## src/inc/hdlc_cfg.svh

```systemverilog
// constants for the hdlc transmit fifo, command and status block
// assumes inclusion by bare name from the modules; package and interface do not include it
`ifndef HDLC_CFG_SVH
`define HDLC_CFG_SVH
// channel address map (byte addresses on the host side of the device)
`define FIFO_A_LO        7'h00
`define FIFO_A_HI        7'h1f
`define FIFO_B_LO        7'h40
`define FIFO_B_HI        7'h5f
`define STATUS_CMD_A     7'h20
`define STATUS_CMD_B     7'h60
`define MODE_A           7'h22
`define TIMER_A          7'h23
`define COUNT_LOW_A      7'h2a
`define COUNT_HIGH_A     7'h2b
// fifo sizing
`define FIFO_BYTES       6'h20
`define BLOCK_BYTES      6'h20
// channel_status field positions and reset value
`define ST_OVERFLOW      7
`define ST_WRITE_EN      6
`define ST_LOCAL_NR      5
`define ST_REMOTE_NR     4
`define ST_LINE_IDLE     3
`define ST_CMD_EXEC      2
`define ST_CTS           1
`define ST_AWAIT_ACK     0
`define STATUS_RESET     8'h48
// command_strobes bit positions and the cyclic command value
`define CMD_RX_RELEASE   7
`define CMD_RX_RESET     6
`define CMD_REPEAT       5
`define CMD_TIMER_GO     4
`define CMD_SEND_TF      3
`define CMD_SEND_IF      2
`define CMD_MSG_END      1
`define CMD_TX_RESET     0
`define CMD_CYCLIC       8'h2a
// mode register fields and the dma bit of the count high register
`define MODE_SEL_HI      7
`define MODE_SEL_LO      6
`define COUNT_DMA_BIT    7
// timing: command busy bound 2.5 clock periods, link clock divider
`define CMD_BUSY_NS      250
`define CLK_NS           100
`define CMD_BUSY_CYC     (`CMD_BUSY_NS / `CLK_NS)
`define BIT_DIV          4'h3
`define ABORT_ONES       3'h7
`define IDLE_LIMIT       8'h40
`define FLAG_BYTE        8'h7e
`endif

```

## src/inc/hdlc_pkg.sv

```systemverilog
// types used by the device end; the host end does not import them
// assumes hdlc_cfg.svh on the include path
package hdlc_pkg;
	typedef enum logic [1:0] {
		mode_auto,
		mode_non_auto,
		mode_transparent,
		mode_ext_transparent
	} controller_mode_t;
	typedef enum {
		tx_idle,
		tx_flag_open,
		tx_data,
		tx_flag_close,
		tx_abort,
		tx_cyclic
	} tx_state_t;
endpackage : hdlc_pkg

```

## src/inc/hdlc_if.sv

```systemverilog
// interface between host controller and hdlc channel device
// assumes one shared clock; byte-wide register port, serial link pins
`timescale 1ns/1ps
interface hdlc_if;
	// register port
	logic [6:0] addr;
	logic [7:0] wdata;
	logic       wr;
	logic       rd;
	logic       word_mode;
	logic [7:0] wdata_hi;
	logic [7:0] rdata;
	// dma request from device
	logic       dma_req;
	// serial link
	logic       txd;
	logic       rxd;
	logic       cts_n;
	modport device (
		input  addr, wdata, wdata_hi, wr, rd, word_mode, rxd, cts_n,
		output rdata, dma_req, txd
	);
	modport host (
		output addr, wdata, wdata_hi, wr, rd, word_mode, rxd, cts_n,
		input  rdata, dma_req, txd
	);
endinterface : hdlc_if

```

## src/hw/hdlc_device.sv

```systemverilog
// hdlc channel transmit side: fifo window, command strobes, status
// assumes host drives the bus from clk; rxd and cts_n are asynchronous pins
`timescale 1ns/1ps
`include "hdlc_cfg.svh"
module hdlc_device (
	// clock and reset
	input  wire logic clk,
	input  wire logic arst_n,
	// host side
	hdlc_if.device    bus,
	// user side status
	output logic      tx_pool_ready_irq,
	output logic      all_sent_irq,
	output logic      timer_expired,
	output logic      remote_rnr_seen
);
	logic [7:0]  fifo_mem [0:31];
	logic [5:0]  fill_reg;
	logic [4:0]  rd_ptr_reg;
	logic        overflow_reg;
	logic [7:0]  mode_reg;
	logic [7:0]  timer_setting_reg;
	logic [7:0]  count_low_reg;
	logic [7:0]  count_high_reg;
	logic [11:0] remain_reg;
	logic [1:0]  busy_cnt_reg;
	logic        local_nr_reg;
	logic        await_ack_reg;
	logic        crc_pending_reg;
	logic        msg_end_reg;
	logic [15:0] timer_cnt_reg;
	logic        timer_run_reg;
	logic [2:0]  seq_reg;
	logic [2:0]  rx_sync_reg;
	logic [2:0]  cts_sync_reg;
	logic        rx_level_reg;
	logic        cts_level_reg;
	logic [7:0]  idle_cnt_reg;
	logic [7:0]  shift_reg;
	logic [2:0]  bit_cnt_reg;
	logic [3:0]  div_reg;
	logic [1:0]  hdr_cnt_reg;
	logic [7:0]  rx_shift_reg;
	hdlc_pkg::tx_state_t state_reg;
	logic        bit_en;
	logic        fifo_hit;
	logic        cmd_hit;
	logic        cmd_wr;
	logic        dma_mode;
	logic        take_byte;
	hdlc_pkg::controller_mode_t mode_sel;

	// address decode for channel a or b fifo window
	function automatic logic in_fifo(input logic [6:0] a);
		in_fifo = (a <= `FIFO_A_HI) ||
			(a >= `FIFO_B_LO && a <= `FIFO_B_HI);
	endfunction : in_fifo

	assign fifo_hit = bus.wr && in_fifo(bus.addr);
	assign cmd_hit  = (bus.addr == `STATUS_CMD_A) ||
		(bus.addr == `STATUS_CMD_B);
	assign cmd_wr   = bus.wr && cmd_hit && busy_cnt_reg == 2'h0;
	assign dma_mode = count_high_reg[`COUNT_DMA_BIT];
	assign mode_sel = hdlc_pkg::controller_mode_t'(
		mode_reg[`MODE_SEL_HI:`MODE_SEL_LO]);
	assign bit_en   = div_reg == 4'h0;
	assign take_byte = bit_en && bit_cnt_reg == 3'h7 &&
		(state_reg == hdlc_pkg::tx_data ||
		 state_reg == hdlc_pkg::tx_cyclic);

	// link bit-rate divider
	always_ff @(posedge clk or negedge arst_n) begin
		if (!arst_n) begin
			div_reg <= 4'h0;
		end else begin
			div_reg <= bit_en ? `BIT_DIV : div_reg - 4'h1;
		end
	end

	// fifo storage, bytes or little-endian words
	always_ff @(posedge clk) begin
		if (fifo_hit && fill_reg < `FIFO_BYTES) begin
			fifo_mem[5'(rd_ptr_reg + fill_reg[4:0])] <= bus.wdata;
			if (bus.word_mode)
				fifo_mem[5'(rd_ptr_reg + fill_reg[4:0] + 5'h1)] <=
					bus.wdata_hi;
		end
	end

	// fill level and read pointer; cyclic mode keeps the contents
	always_ff @(posedge clk or negedge arst_n) begin
		if (!arst_n) begin
			fill_reg   <= 6'h0;
			rd_ptr_reg <= 5'h0;
		end else if (cmd_wr && bus.wdata[`CMD_TX_RESET]) begin
			fill_reg   <= 6'h0;
			rd_ptr_reg <= 5'h0;
		end else if (fifo_hit && fill_reg < `FIFO_BYTES) begin
			fill_reg <= fill_reg + (bus.word_mode ? 6'h2 : 6'h1);
		end else if (take_byte) begin
			rd_ptr_reg <= (rd_ptr_reg + 5'h1 == fill_reg[4:0] &&
				state_reg == hdlc_pkg::tx_cyclic) ? 5'h0 :
				rd_ptr_reg + 5'h1;
			if (state_reg == hdlc_pkg::tx_data)
				fill_reg <= fill_reg - 6'h1;
		end
	end

	// overflow flag: set wins over clear
	always_ff @(posedge clk or negedge arst_n) begin
		if (!arst_n) begin
			overflow_reg <= 1'b0;
		end else if (fifo_hit && fill_reg >= `FIFO_BYTES) begin
			overflow_reg <= 1'b1;
		end else if ((cmd_wr && bus.wdata[`CMD_TX_RESET]) ||
				(take_byte && state_reg == hdlc_pkg::tx_data)) begin
			overflow_reg <= 1'b0;
		end
	end

	// config registers written from the host
	always_ff @(posedge clk or negedge arst_n) begin
		if (!arst_n) begin
			mode_reg          <= 8'h00;
			timer_setting_reg <= 8'h00;
			count_low_reg     <= 8'h00;
			count_high_reg    <= 8'h00;
		end else if (bus.wr) begin
			if (bus.addr == `MODE_A) mode_reg <= bus.wdata;
			if (bus.addr == `TIMER_A) timer_setting_reg <= bus.wdata;
			if (bus.addr == `COUNT_LOW_A) count_low_reg <= bus.wdata;
			if (bus.addr == `COUNT_HIGH_A) count_high_reg <= bus.wdata;
		end
	end

	// command busy window, strobes are not stored
	always_ff @(posedge clk or negedge arst_n) begin
		if (!arst_n) begin
			busy_cnt_reg <= 2'h0;
		end else if (cmd_wr) begin
			busy_cnt_reg <= 2'(`CMD_BUSY_CYC);
		end else if (busy_cnt_reg != 2'h0) begin
			busy_cnt_reg <= busy_cnt_reg - 2'h1;
		end
	end

	// auto-mode protocol state and receive-side commands
	always_ff @(posedge clk or negedge arst_n) begin
		if (!arst_n) begin
			local_nr_reg  <= 1'b0;
			await_ack_reg <= 1'b0;
			seq_reg       <= 3'h0;
		end else if (cmd_wr) begin
			if (mode_sel == hdlc_pkg::mode_auto)
				local_nr_reg <= bus.wdata[`CMD_REPEAT];
			if (bus.wdata[`CMD_RX_RESET] &&
					mode_sel == hdlc_pkg::mode_auto)
				seq_reg <= 3'h0;
			if (bus.wdata[`CMD_RX_RELEASE] || bus.wdata[`CMD_RX_RESET])
				await_ack_reg <= 1'b0;
			if (bus.wdata[`CMD_SEND_IF] &&
					mode_sel == hdlc_pkg::mode_auto) begin
				await_ack_reg <= 1'b1;
				seq_reg       <= seq_reg + 3'h1;
			end
		end
	end

	// byte count for dma and block requests
	always_ff @(posedge clk or negedge arst_n) begin
		if (!arst_n) begin
			remain_reg <= 12'h0;
			bus.dma_req <= 1'b0;
		end else begin
			if (cmd_wr && dma_mode && (bus.wdata[`CMD_SEND_TF] ||
					bus.wdata[`CMD_SEND_IF]))
				remain_reg <= {count_high_reg[3:0], count_low_reg};
			else if (fifo_hit && remain_reg != 12'h0)
				remain_reg <= remain_reg - 12'h1;
			bus.dma_req <= dma_mode && remain_reg != 12'h0 &&
				fill_reg == 6'h0;
		end
	end

	// timer: go starts, rewrite of setting stops
	always_ff @(posedge clk or negedge arst_n) begin
		if (!arst_n) begin
			timer_run_reg <= 1'b0;
			timer_cnt_reg <= 16'h0;
			timer_expired <= 1'b0;
		end else begin
			timer_expired <= 1'b0;
			if (bus.wr && bus.addr == `TIMER_A) begin
				timer_run_reg <= 1'b0;
			end else if (cmd_wr && bus.wdata[`CMD_TIMER_GO]) begin
				timer_run_reg <= 1'b1;
				timer_cnt_reg <= {3'h0, timer_setting_reg[4:0], 8'hff};
			end else if (timer_run_reg) begin
				timer_cnt_reg <= timer_cnt_reg - 16'h1;
				if (timer_cnt_reg == 16'h0) begin
					timer_run_reg <= 1'b0;
					timer_expired <= 1'b1;
				end
			end
		end
	end

	// three-stage pin synchronisers, change once stages two and three agree
	always_ff @(posedge clk or negedge arst_n) begin
		if (!arst_n) begin
			rx_sync_reg   <= 3'h7;
			cts_sync_reg  <= 3'h7;
			rx_level_reg  <= 1'b1;
			cts_level_reg <= 1'b1;
		end else begin
			rx_sync_reg  <= {rx_sync_reg[1:0], bus.rxd};
			cts_sync_reg <= {cts_sync_reg[1:0], bus.cts_n};
			if (rx_sync_reg[1] == rx_sync_reg[2])
				rx_level_reg <= rx_sync_reg[2];
			if (cts_sync_reg[1] == cts_sync_reg[2])
				cts_level_reg <= cts_sync_reg[2];
		end
	end

	// line activity: flag pattern or frame bits reset the idle count
	always_ff @(posedge clk or negedge arst_n) begin
		if (!arst_n) begin
			idle_cnt_reg    <= `IDLE_LIMIT;
			rx_shift_reg    <= 8'hff;
			remote_rnr_seen <= 1'b0;
		end else if (bit_en) begin
			rx_shift_reg <= {rx_level_reg, rx_shift_reg[7:1]};
			if (rx_shift_reg != 8'hff)
				idle_cnt_reg <= 8'h0;
			else if (idle_cnt_reg != `IDLE_LIMIT)
				idle_cnt_reg <= idle_cnt_reg + 8'h1;
			if (rx_shift_reg == 8'h05)
				remote_rnr_seen <= 1'b1;
			else if (rx_shift_reg == 8'h01)
				remote_rnr_seen <= 1'b0;
		end
	end

	// status read, data one cycle after strobe
	always_ff @(posedge clk or negedge arst_n) begin
		if (!arst_n) begin
			bus.rdata <= `STATUS_RESET;
		end else if (bus.rd && cmd_hit) begin
			bus.rdata <= 8'h00;
			bus.rdata[`ST_OVERFLOW] <= overflow_reg;
			bus.rdata[`ST_WRITE_EN] <= fill_reg < `FIFO_BYTES &&
				state_reg != hdlc_pkg::tx_cyclic;
			bus.rdata[`ST_LOCAL_NR] <= mode_sel == hdlc_pkg::mode_auto &&
				local_nr_reg;
			bus.rdata[`ST_REMOTE_NR] <= mode_sel == hdlc_pkg::mode_auto &&
				remote_rnr_seen;
			bus.rdata[`ST_LINE_IDLE] <= idle_cnt_reg == `IDLE_LIMIT;
			bus.rdata[`ST_CMD_EXEC] <= busy_cnt_reg != 2'h0;
			bus.rdata[`ST_CTS] <= !cts_level_reg;
			bus.rdata[`ST_AWAIT_ACK] <= mode_sel == hdlc_pkg::mode_auto &&
				await_ack_reg;
		end else if (bus.rd && bus.addr == `MODE_A) begin
			bus.rdata <= mode_reg;
		end else begin
			bus.rdata <= 8'h00;
		end
	end

	// transmit sequencer
	always_ff @(posedge clk or negedge arst_n) begin
		if (!arst_n) begin
			state_reg         <= hdlc_pkg::tx_idle;
			shift_reg         <= `FLAG_BYTE;
			bit_cnt_reg       <= 3'h0;
			hdr_cnt_reg       <= 2'h0;
			msg_end_reg       <= 1'b0;
			crc_pending_reg   <= 1'b0;
			bus.txd           <= 1'b1;
			tx_pool_ready_irq <= 1'b0;
			all_sent_irq      <= 1'b0;
		end else begin
			tx_pool_ready_irq <= 1'b0;
			all_sent_irq      <= 1'b0;
			if (cmd_wr && bus.wdata[`CMD_TX_RESET]) begin
				state_reg   <= hdlc_pkg::tx_abort;
				bit_cnt_reg <= 3'h0;
				tx_pool_ready_irq <= 1'b1;
			end else if (cmd_wr && state_reg == hdlc_pkg::tx_idle) begin
				if (bus.wdata == `CMD_CYCLIC &&
						mode_sel == hdlc_pkg::mode_ext_transparent) begin
					state_reg   <= hdlc_pkg::tx_cyclic;
					bit_cnt_reg <= 3'h0;
				end else if (bus.wdata[`CMD_SEND_TF] ||
						(bus.wdata[`CMD_SEND_IF] &&
						 mode_sel == hdlc_pkg::mode_auto)) begin
					state_reg   <= hdlc_pkg::tx_flag_open;
					hdr_cnt_reg <= bus.wdata[`CMD_SEND_IF] ? 2'h2 : 2'h0;
					msg_end_reg <= bus.wdata[`CMD_MSG_END] || dma_mode;
					shift_reg   <= `FLAG_BYTE;
					bit_cnt_reg <= 3'h0;
				end
			end else if (cmd_wr && bus.wdata[`CMD_MSG_END]) begin
				msg_end_reg <= 1'b1;
			end else if (bit_en) begin
				bit_cnt_reg <= bit_cnt_reg + 3'h1;
				case (state_reg)
				hdlc_pkg::tx_idle: begin
					bus.txd <= 1'b1;
				end
				hdlc_pkg::tx_flag_open: begin
					bus.txd   <= shift_reg[bit_cnt_reg];
					if (bit_cnt_reg == 3'h7) begin
						if (hdr_cnt_reg != 2'h0) begin
							hdr_cnt_reg <= hdr_cnt_reg - 2'h1;
							shift_reg   <= {seq_reg, 5'h0};
						end else if (!dma_mode ||
								fill_reg == `FIFO_BYTES ||
								remain_reg == 12'h0) begin
							state_reg <= hdlc_pkg::tx_data;
						end
					end
				end
				hdlc_pkg::tx_data: begin
					bus.txd <= fifo_mem[rd_ptr_reg][bit_cnt_reg];
					if (bit_cnt_reg == 3'h7 && fill_reg == 6'h1) begin
						if (msg_end_reg) begin
							state_reg       <= hdlc_pkg::tx_flag_close;
							crc_pending_reg <= 1'b1;
						end else begin
							state_reg <= hdlc_pkg::tx_idle;
							tx_pool_ready_irq <= 1'b1;
						end
					end
				end
				hdlc_pkg::tx_flag_close: begin
					bus.txd <= crc_pending_reg ? 1'b0 :
						1'(`FLAG_BYTE >> bit_cnt_reg);
					if (bit_cnt_reg == 3'h7) begin
						if (crc_pending_reg) begin
							crc_pending_reg <= 1'b0;
						end else begin
							state_reg    <= hdlc_pkg::tx_idle;
							msg_end_reg  <= 1'b0;
							all_sent_irq <= 1'b1;
						end
					end
				end
				hdlc_pkg::tx_abort: begin
					bus.txd <= 1'b1;
					if (bit_cnt_reg == `ABORT_ONES - 3'h1)
						state_reg <= hdlc_pkg::tx_idle;
				end
				hdlc_pkg::tx_cyclic: begin
					bus.txd <= fifo_mem[rd_ptr_reg][bit_cnt_reg];
				end
				default: begin
					state_reg <= hdlc_pkg::tx_idle;
				end
				endcase
			end
		end
	end
endmodule : hdlc_device

```

## src/flat_wrapper.sv

```systemverilog
// flat-port wrapper written by rule: the top's interface ports become plain ports
module hdlc_device_flat 
  (clk, arst_n, tx_pool_ready_irq, all_sent_irq, timer_expired, remote_rnr_seen, bus_addr, bus_wdata, bus_wdata_hi, bus_wr, bus_rd, bus_word_mode, bus_rxd, bus_cts_n, bus_rdata, bus_dma_req, bus_txd);
  hdlc_if bus_i ();
  input  wire logic clk;
  input  wire logic arst_n;
  output logic tx_pool_ready_irq;
  output logic all_sent_irq;
  output logic timer_expired;
  output logic remote_rnr_seen;
  input wire logic [$bits(bus_i.addr)-1:0] bus_addr;
  input wire logic [$bits(bus_i.wdata)-1:0] bus_wdata;
  input wire logic [$bits(bus_i.wdata_hi)-1:0] bus_wdata_hi;
  input wire logic [$bits(bus_i.wr)-1:0] bus_wr;
  input wire logic [$bits(bus_i.rd)-1:0] bus_rd;
  input wire logic [$bits(bus_i.word_mode)-1:0] bus_word_mode;
  input wire logic [$bits(bus_i.rxd)-1:0] bus_rxd;
  input wire logic [$bits(bus_i.cts_n)-1:0] bus_cts_n;
  output wire logic [$bits(bus_i.rdata)-1:0] bus_rdata;
  output wire logic [$bits(bus_i.dma_req)-1:0] bus_dma_req;
  output wire logic [$bits(bus_i.txd)-1:0] bus_txd;
  assign bus_i.addr = bus_addr;
  assign bus_i.wdata = bus_wdata;
  assign bus_i.wdata_hi = bus_wdata_hi;
  assign bus_i.wr = bus_wr;
  assign bus_i.rd = bus_rd;
  assign bus_i.word_mode = bus_word_mode;
  assign bus_i.rxd = bus_rxd;
  assign bus_i.cts_n = bus_cts_n;
  assign bus_rdata = bus_i.rdata;
  assign bus_dma_req = bus_i.dma_req;
  assign bus_txd = bus_i.txd;
  hdlc_device u_core (.clk(clk), .arst_n(arst_n), .bus(bus_i), .tx_pool_ready_irq(tx_pool_ready_irq), .all_sent_irq(all_sent_irq), .timer_expired(timer_expired), .remote_rnr_seen(remote_rnr_seen));
endmodule
```

## config.mk

```make
export PLATFORM = sky130hd
export DESIGN_NAME = hdlc_device_flat
export DESIGN_NICKNAME = d
export VERILOG_FILES = /design/src/inc/hdlc_pkg.sv /design/src/inc/hdlc_if.sv /design/src/hw/hdlc_device.sv /design/src/flat_wrapper.sv
export VERILOG_INCLUDE_DIRS = /design/src /design/src/inc
export SDC_FILE = /design/constraint.sdc
export NUM_CORES = 1
export LEC_CHECK = 0
export BUFFER_PORTS_ARGS = -buffer_cell sky130_fd_sc_hd__clkbuf_2
export CAP_MARGIN = 40
export CORE_AREA = 2 2 184 186
export CTS_CLUSTER_DIAMETER = 50
export DETAILED_ROUTE_END_ITERATION = 16
export DIE_AREA = 0 0 186 188
export PLACE_DENSITY = 0.81
export RECOVER_POWER = 100
export SLEW_MARGIN = 5
export SYNTH_ARGS = -nofsm -noshare
export SYNTH_HDL_FRONTEND = slang
export SYNTH_SLANG_ARGS = --single-unit
```

## constraint.sdc

```tcl
create_clock -name clk -period 3.89 [get_ports clk]
set_input_delay 0.778 -clock clk [delete_from_list [all_inputs] [get_ports clk]]
set_output_delay 0.778 -clock clk [all_outputs]
set_load 0.01 [all_outputs]
```

==> results.py, run 1 <==
metrics = {
    "clocking": {
        "cts.htree.levels": 2,
        "ctsHoldBuffers": 0,
        "clock_latency_ns": 0.56,
        "cts.clk_slew.worst_paths_ns": 0.06,
        "post_cts_buffers": 0,
        "cts_resized": 0,
        "cts_tree": "yes",
        "root_buffer": "clkbuf_16",
        "clock_path_buffers": 3,
        "cts.sinks": 386,
        "cts_inserted_buffers": 44,
    },
    "grt": {
        "grt_overflow_total": 0,
        "grt_max_degree": 93,
        "grt_pass1_vias": 13800,
        "grt_antenna_before_repair": 2,
        "track_usage_pct": 30.8,
        "grt_pass1_wl_um": 81700,
    },
    "synth": {
        "yosys_register_bits": 386,
        "synth_ff_type": "edfxtp_1",
        "ys.warnings.count": 0,
        "postSynthCellCount": 1552,
        "syn-num-nets": 1608,
        "syn_avg_cell_area_um2": 13.3,
        "seq_area_frac_synth_pct": 53.3,
        "synth_area_um2": 20600,
        "ys_types": 89,
        "synthArstFlopShare_pct": 33.7,
        "synth_edf_count": 256,
    },
    "placement": {
        "dpl.hpwl_um": 32900,
        "place_ws_ns": 0.446,
        "io_buffers": 43,
        "gp_congestion": 0.950,
    },
    "layout": {
        "final_cell_mix": "mux2_2, edfxtp_1, nand2_1",
        "area_growth_pct": 8.94,
        "n_antenna_cell": 0,
        "largest_reg_flops": 256,
        "drive_gt1_share_pct": 31.1,
        "mostFrequentLayoutCell": "mux2_2",
        "nets": 1652,
    },
    "worst_setup_path": {
        "critPathArrivalTime_ns": 3.84,
        "startpoint": "u_core.rd_ptr_reg[0]$_DFFE_PN0P_",
        "worst_setup_path_end_kind": "flop",
        "crit_type": "reg -> reg",
        "critPathRequiredTime_ns": 4.08,
        "cp-start-kind": "flop",
        "critPathMaxFanout": 9,
        "rr_startpoint": "u_core.rd_ptr_reg[0]$_DFFE_PN0P_",
    },
    "timing": {
        "worst_slack_ns": 0.232,
        "fmax_ghz": 0.273,
        "skew_ns": 0.0161,
        "rsz0062_at_grt": "no",
        "slew_violations": 1,
        "slew_headroom_pct": -0.141,
        "worst_slew_pin_slew_ns": 1.48,
        "hold_viol": 0,
        "finalCritPeriodShare_pct": 94.0,
        "totalNegativeSetupSlack_ns": 0,
        "finalSetupViolCount": 0,
        "fin_crit_ns": 3.66,
    },
    "routing": {
        "dr.pass1.iters": 6,
        "wl_um": 52600,
        "drt-initial-drc-count": 1671,
        "drc": 0,
        "routed-via-count": 13900,
        "vias_per_cell": 6.70,
        "postRouteAntennaNets": 0,
        "wl_per_cell_um": 25.3,
    },
    "status": {
        "violations": "max-capacitance violations, max-slew violations",
        "status": "finished, violations left",
    },
    "power": {
        "p_int_mw": 7.37,
        "p_leak_nw": 7.96,
        "pwr-share-seq_pct": 48.5,
        "p_switching_mw": 2.68,
        "power.density_nw_per_um2": 448,
        "pwr-share-clk_pct": 39.2,
        "power.total_mw": 10.0,
        "combPwrFrac_pct": 12.3,
        "max-vdd-ir-drop_v": 0.000362,
        "swShare_pct": 26.7,
    },
    "floorplan": {
        "row_count": 67,
        "ios": 44,
        "start_util_pct": 62.2,
        "die_w_um": 186,
        "coreArea_um2": 33100,
        "dieArea_um2": 35000,
        "die_y_um": 188,
    },
    "worst_hold_path": {
        "hold_path.class": "in -> async",
    },
    "flow_run": {
        "maxCapViolations": 2,
    },
}
## logic make-up after synthesis
kind of cell | synth area share (%)
AO/OA/AOI/OAI | 7.04
flip-flops | 53.3
AND/OR/NAND/NOR | 9.73
multiplexers | 23.8
buffers and inverters | 3.16
XOR/XNOR | 1.26
adder cells (fa/ha/maj) | 1.75
## metal layers
| layer | GRT usage, % | up-vias | wire length [um] |
|---|---|---|---|
| met2 | 47.7 | 760 | 25100 |
| met3 | 4.97 | 127 | 4540 |
| li1 | - | 5997 | - |
| met4 | 10.7 | 0 | 1680 |
| met1 | 44.5 | 7044 | 21300 |
| met5 | 0 | - | 0 |
## cells in the mapped netlist (9+ instances only)
cell	instances	share of area, %
a21oi_1	28	0.68
a22oi_1	13	0.47
a31oi_1	9	0.27
buf_2	11	0.27
buf_4	9	0.33
clkbuf_1	77	1.4
dfrtp_1	107	13
dfstp_2	23	2.9
edfxtp_1	256	37
ha_1	24	1.5
inv_1	27	0.49
mux2_2	294	16
mux2i_1	54	2.6
mux4_1	10	1.3
mux4_2	33	3.6
nand2_1	122	2.2
nand2b_1	12	0.36
nand3_1	43	1.0
nand4_1	9	0.27
nor2_1	48	0.88
nor2_2	12	0.36
nor2_4	10	0.55
nor2b_1	13	0.40
nor3_1	21	0.51
nor4_1	9	0.27
o21ai_0	57	1.4
o22ai_1	26	0.79
o31ai_1	9	0.33
xnor2_1	14	0.60
xor2_1	12	0.51
## final timing paths
kind | cells after the start | to | slack [ns]
max reg2reg | 10 | u_core.fifo_mem[31][7]$_DFFE_PP_ | 0.23
max in group asynchronous | 3 | u_core.timer_cnt_reg[2]$_DFFE_PN0P_ | 1.84
min in group clk | 1 | u_core.cts_sync_reg[0]$_DFF_PN1_ | 0.30
min reg2reg | 0 | u_core.rx_sync_reg[1]$_DFF_PN1_ | 0.36
min | 1 | u_core.timer_cnt_reg[5]$_DFFE_PN0P_ | 0.18
max | 10 | u_core.fifo_mem[31][7]$_DFFE_PP_ | 0.23
## critical path, cell delays in order, from the launching register on
cell	delay [ns]
dfrtp_4	0.48
ha_1	0.24
fa_1	0.49
a21o_1	0.18
a21oi_1	0.30
xor2_2	0.28
nand2_1	0.16
nor2_1	0.21
nand2_1	0.32
o21ai_0	0.17
clkbuf_1	0.45
## layout make-up
class | instances | area, um2
flip-flops and latches | 386 | 11000
repair buffers | 110 | 584
well taps | 448 | 561
clock inverters | 21 | 156
inverters | 27 | 101
clock buffers | 60 | 1200
fillers | 2293 | 10700
multi-input cells | 1027 | 8840
## power groups by stage
| stage | Clock, mW | Sequential, mW | Combinational [mW] |
|---|---|---|---|
| CTS | 3.97 | 4.86 | 1.26 |
| detailed placement | 0 | 4.94 | 1.24 |
| global route | 4.14 | 4.90 | 1.34 |
| finish | 3.94 | 4.87 | 1.23 |
| floorplan | 0 | 4.84 | 0.948 |
| global placement | 0 | 4.92 | 1.18 |
## stage by stage
stage	utilization, %	hold WS, ns	cells	cell area [um2]
after floorplan	-	0.345	1552	20600
after global placement	64.4	0.345	1995	21300
after detailed placement	64.5	0.349	1998	21400
after CTS	68.6	0.201	2079	22700
after global routing	67.7	0.206	2079	22400
final	67.7	0.176	2079	22400
Note: power is estimated with default switching activity, not from simulation.
==> run 2: changes to the inputs <==
- CORE_AREA: 2 2 184 186 -> 2 2 206 167
- DIE_AREA: 0 0 186 188 -> 0 0 208 169
- PLACE_DENSITY: 0.81 -> 0.8
- SKIP_LAST_GASP: default -> 1
- clock period: 3.89 -> 3.7 ns (I/O delays scaled with it)
==> run 2 against run 1 <==
Compared with the run above: core utilization shrank 0.43 points; via count shrank 0.33%; worst hold slack gained 0.091 ns; global-route usage shrank 0.19 points; the flow still finishes with violations (max-capacitance violations, max-slew violations); final cell count shrank 1.2%; power grew 3.8%.
==> results.py, run 2 (same netlist as run 1, synthesis figures left out) <==
metrics = {
    "floorplan": {
        "die_w_um": 208,
        "die_y_um": 169,
        "dieArea_um2": 35200,
        "ios": 44,
        "coreArea_um2": 33200,
        "start_util_pct": 62.0,
        "row_count": 60,
    },
    "timing": {
        "totalNegativeSetupSlack_ns": 0,
        "hold_viol": 0,
        "skew_ns": 0.0313,
        "finalCritPeriodShare_pct": 95.7,
        "worst_slew_pin_slew_ns": 2.22,
        "finalSetupViolCount": 0,
        "fin_crit_ns": 3.54,
        "slew_violations": 101,
        "slew_headroom_pct": -48.0,
        "fmax_ghz": 0.282,
        "rsz0062_at_grt": "no",
    },
    "worst_setup_path": {
        "cp_slowest_cell": "nor2_1",
        "critPathTopFamily": "simple AND/OR/NAND/NOR gates",
        "critPathArrivalTime_ns": 3.83,
        "cp-start-kind": "flop",
        "crit_chain": "ha_1 -> fa_1 -> a21o_1 -> a21oi_2 -> xor2_1 -> nand2_1 -> nor2_1 -> mux2_2",
        "critPathMaxFanout": 8,
        "critPathRequiredTime_ns": 3.99,
        "worst_setup_path_end_kind": "flop",
        "worst_path_largest_cell_delay_ns": 0.63,
        "crit_buf_inv": 0,
        "crit_type": "reg -> reg",
    },
    "routing": {
        "drc": 0,
        "postRouteAntennaNets": 0,
        "wl_um": 53500,
        "routed-via-count": 13900,
        "dr.pass1.iters": 5,
        "wl_per_cell_um": 26.1,
        "vias_per_cell": 6.76,
        "drt-initial-drc-count": 1652,
    },
    "clocking": {
        "root_buffer": "clkbuf_16",
        "cts.clk_slew.worst_paths_ns": 0.07,
        "cts_tree": "yes",
        "cts.htree.levels": 2,
        "post_cts_buffers": 0,
        "clock_path_buffers": 3,
        "cts_inserted_buffers": 40,
        "ctsHoldBuffers": 0,
        "clock_latency_ns": 0.56,
        "cts_resized": 0,
        "cts.sinks": 386,
    },
    "grt": {
        "grt_max_degree": 93,
        "grtUsageMet2_pct": 45.3,
        "track_usage_pct": 30.6,
        "grt_overflow_total": 0,
        "grt_pass1_vias": 13400,
        "gr-usage-met3_pct": 6.20,
        "grt_pass1_wl_um": 82100,
        "grt_antenna_before_repair": 0,
        "top_usage_layer": "met1",
        "use_met1_pct": 46.5,
    },
    "flow_run": {
        "maxCapViolations": 2,
    },
    "layout": {
        "drive_gt1_share_pct": 32.2,
        "final_cells": 2054,
        "final_cell_mix": "mux2_2, edfxtp_1, nand2_1",
        "fill_cells": 2459,
        "seq_area_um2": 11000,
        "mostFrequentLayoutCell": "mux2_2",
        "multi_input_area_um2": 8820,
        "largest_reg_flops": 256,
        "nets": 1651,
        "n_antenna_cell": 0,
        "area_growth_pct": 8.47,
    },
    "power": {
        "power.density_nw_per_um2": 467,
        "max-vdd-ir-drop_v": 0.000551,
        "power.total_mw": 10.4,
        "p_leak_nw": 7.90,
    },
    "worst_hold_path": {
        "hold_path.class": "in -> reg",
    },
    "status": {
        "violations": "max-capacitance violations, max-slew violations",
        "status": "finished, violations left",
    },
    "placement": {
        "place_inst": 1987,
        "dpl.hpwl_um": 33800,
        "gp_congestion": 0.944,
        "io_buffers": 43,
    },
}
==> run 2: cell types whose count changed in the layout (fill, tap and decap cells not counted), sizes merged <==
cell,previous run,this run
clkinvlp,1,2
clkinv,13,4
clkbuf,137,138
inv,33,29
==> run 2: layout make-up <==
| type | instances | share of cell area [%] |
|---|---|---|
| Clock inverter | 9 | 0.392 |
| Multi-Input combinational cell | 1027 | 39.5 |
| Clock buffer | 58 | 5.36 |
| Timing Repair Buffer | 113 | 2.73 |
| Sequential cell | 386 | 49.2 |
| Inverter | 27 | 0.454 |
| Tap cell | 434 | 2.43 |
==> run 2: metrics by stage <==
step	instance area, um2	hold slack, ns	utilization [%]	worst slack, ns
finish	22300	0.267	67.3	0.159
global route	22300	0.258	67.3	0.0510
CTS	22600	0.250	68.2	0.313
detailed placement	21400	0.350	64.4	0.344
global placement	21400	0.346	64.4	0.378
floorplan	20600	0.345	-	0.563
==> run 2: routing by layer <==
layer / vias to the layer above / routed length, um
met3: 114 / 5450
met5: - / 0
met4: 0 / 1330
li1: 5990 / -
met1: 7018 / 22900
met2: 760 / 23900
==> run 2: final timing paths <==
check | startpoint | endpoint | slack [ns] | cells past startpoint
setup / recovery | u_core.rd_ptr_reg[0]$_DFFE_PN0P_ | u_core.fifo_mem[26][0]$_DFFE_PP_ | 0.16 | 8
hold / removal | bus_cts_n | u_core.cts_sync_reg[0]$_DFF_PN1_ | 0.27 | 1
setup reg to reg | u_core.rd_ptr_reg[0]$_DFFE_PN0P_ | u_core.fifo_mem[26][0]$_DFFE_PP_ | 0.16 | 8
hold reg to reg | u_core.rx_sync_reg[0]$_DFF_PN1_ | u_core.rx_sync_reg[1]$_DFF_PN1_ | 0.36 | 0
max in group asynchronous | arst_n | u_core.div_reg[2]$_DFF_PN0_ | 0.78 | 2
min in group asynchronous | arst_n | u_core.timer_cnt_reg[9]$_DFFE_PN0P_ | 0.84 | 1
==> run 2: power by group <==
group          internal, mW  total, mW  switching, mW
sequential             4.84       5.09          0.250
clock                  2.31       3.97           1.66
combinational         0.542       1.36          0.814
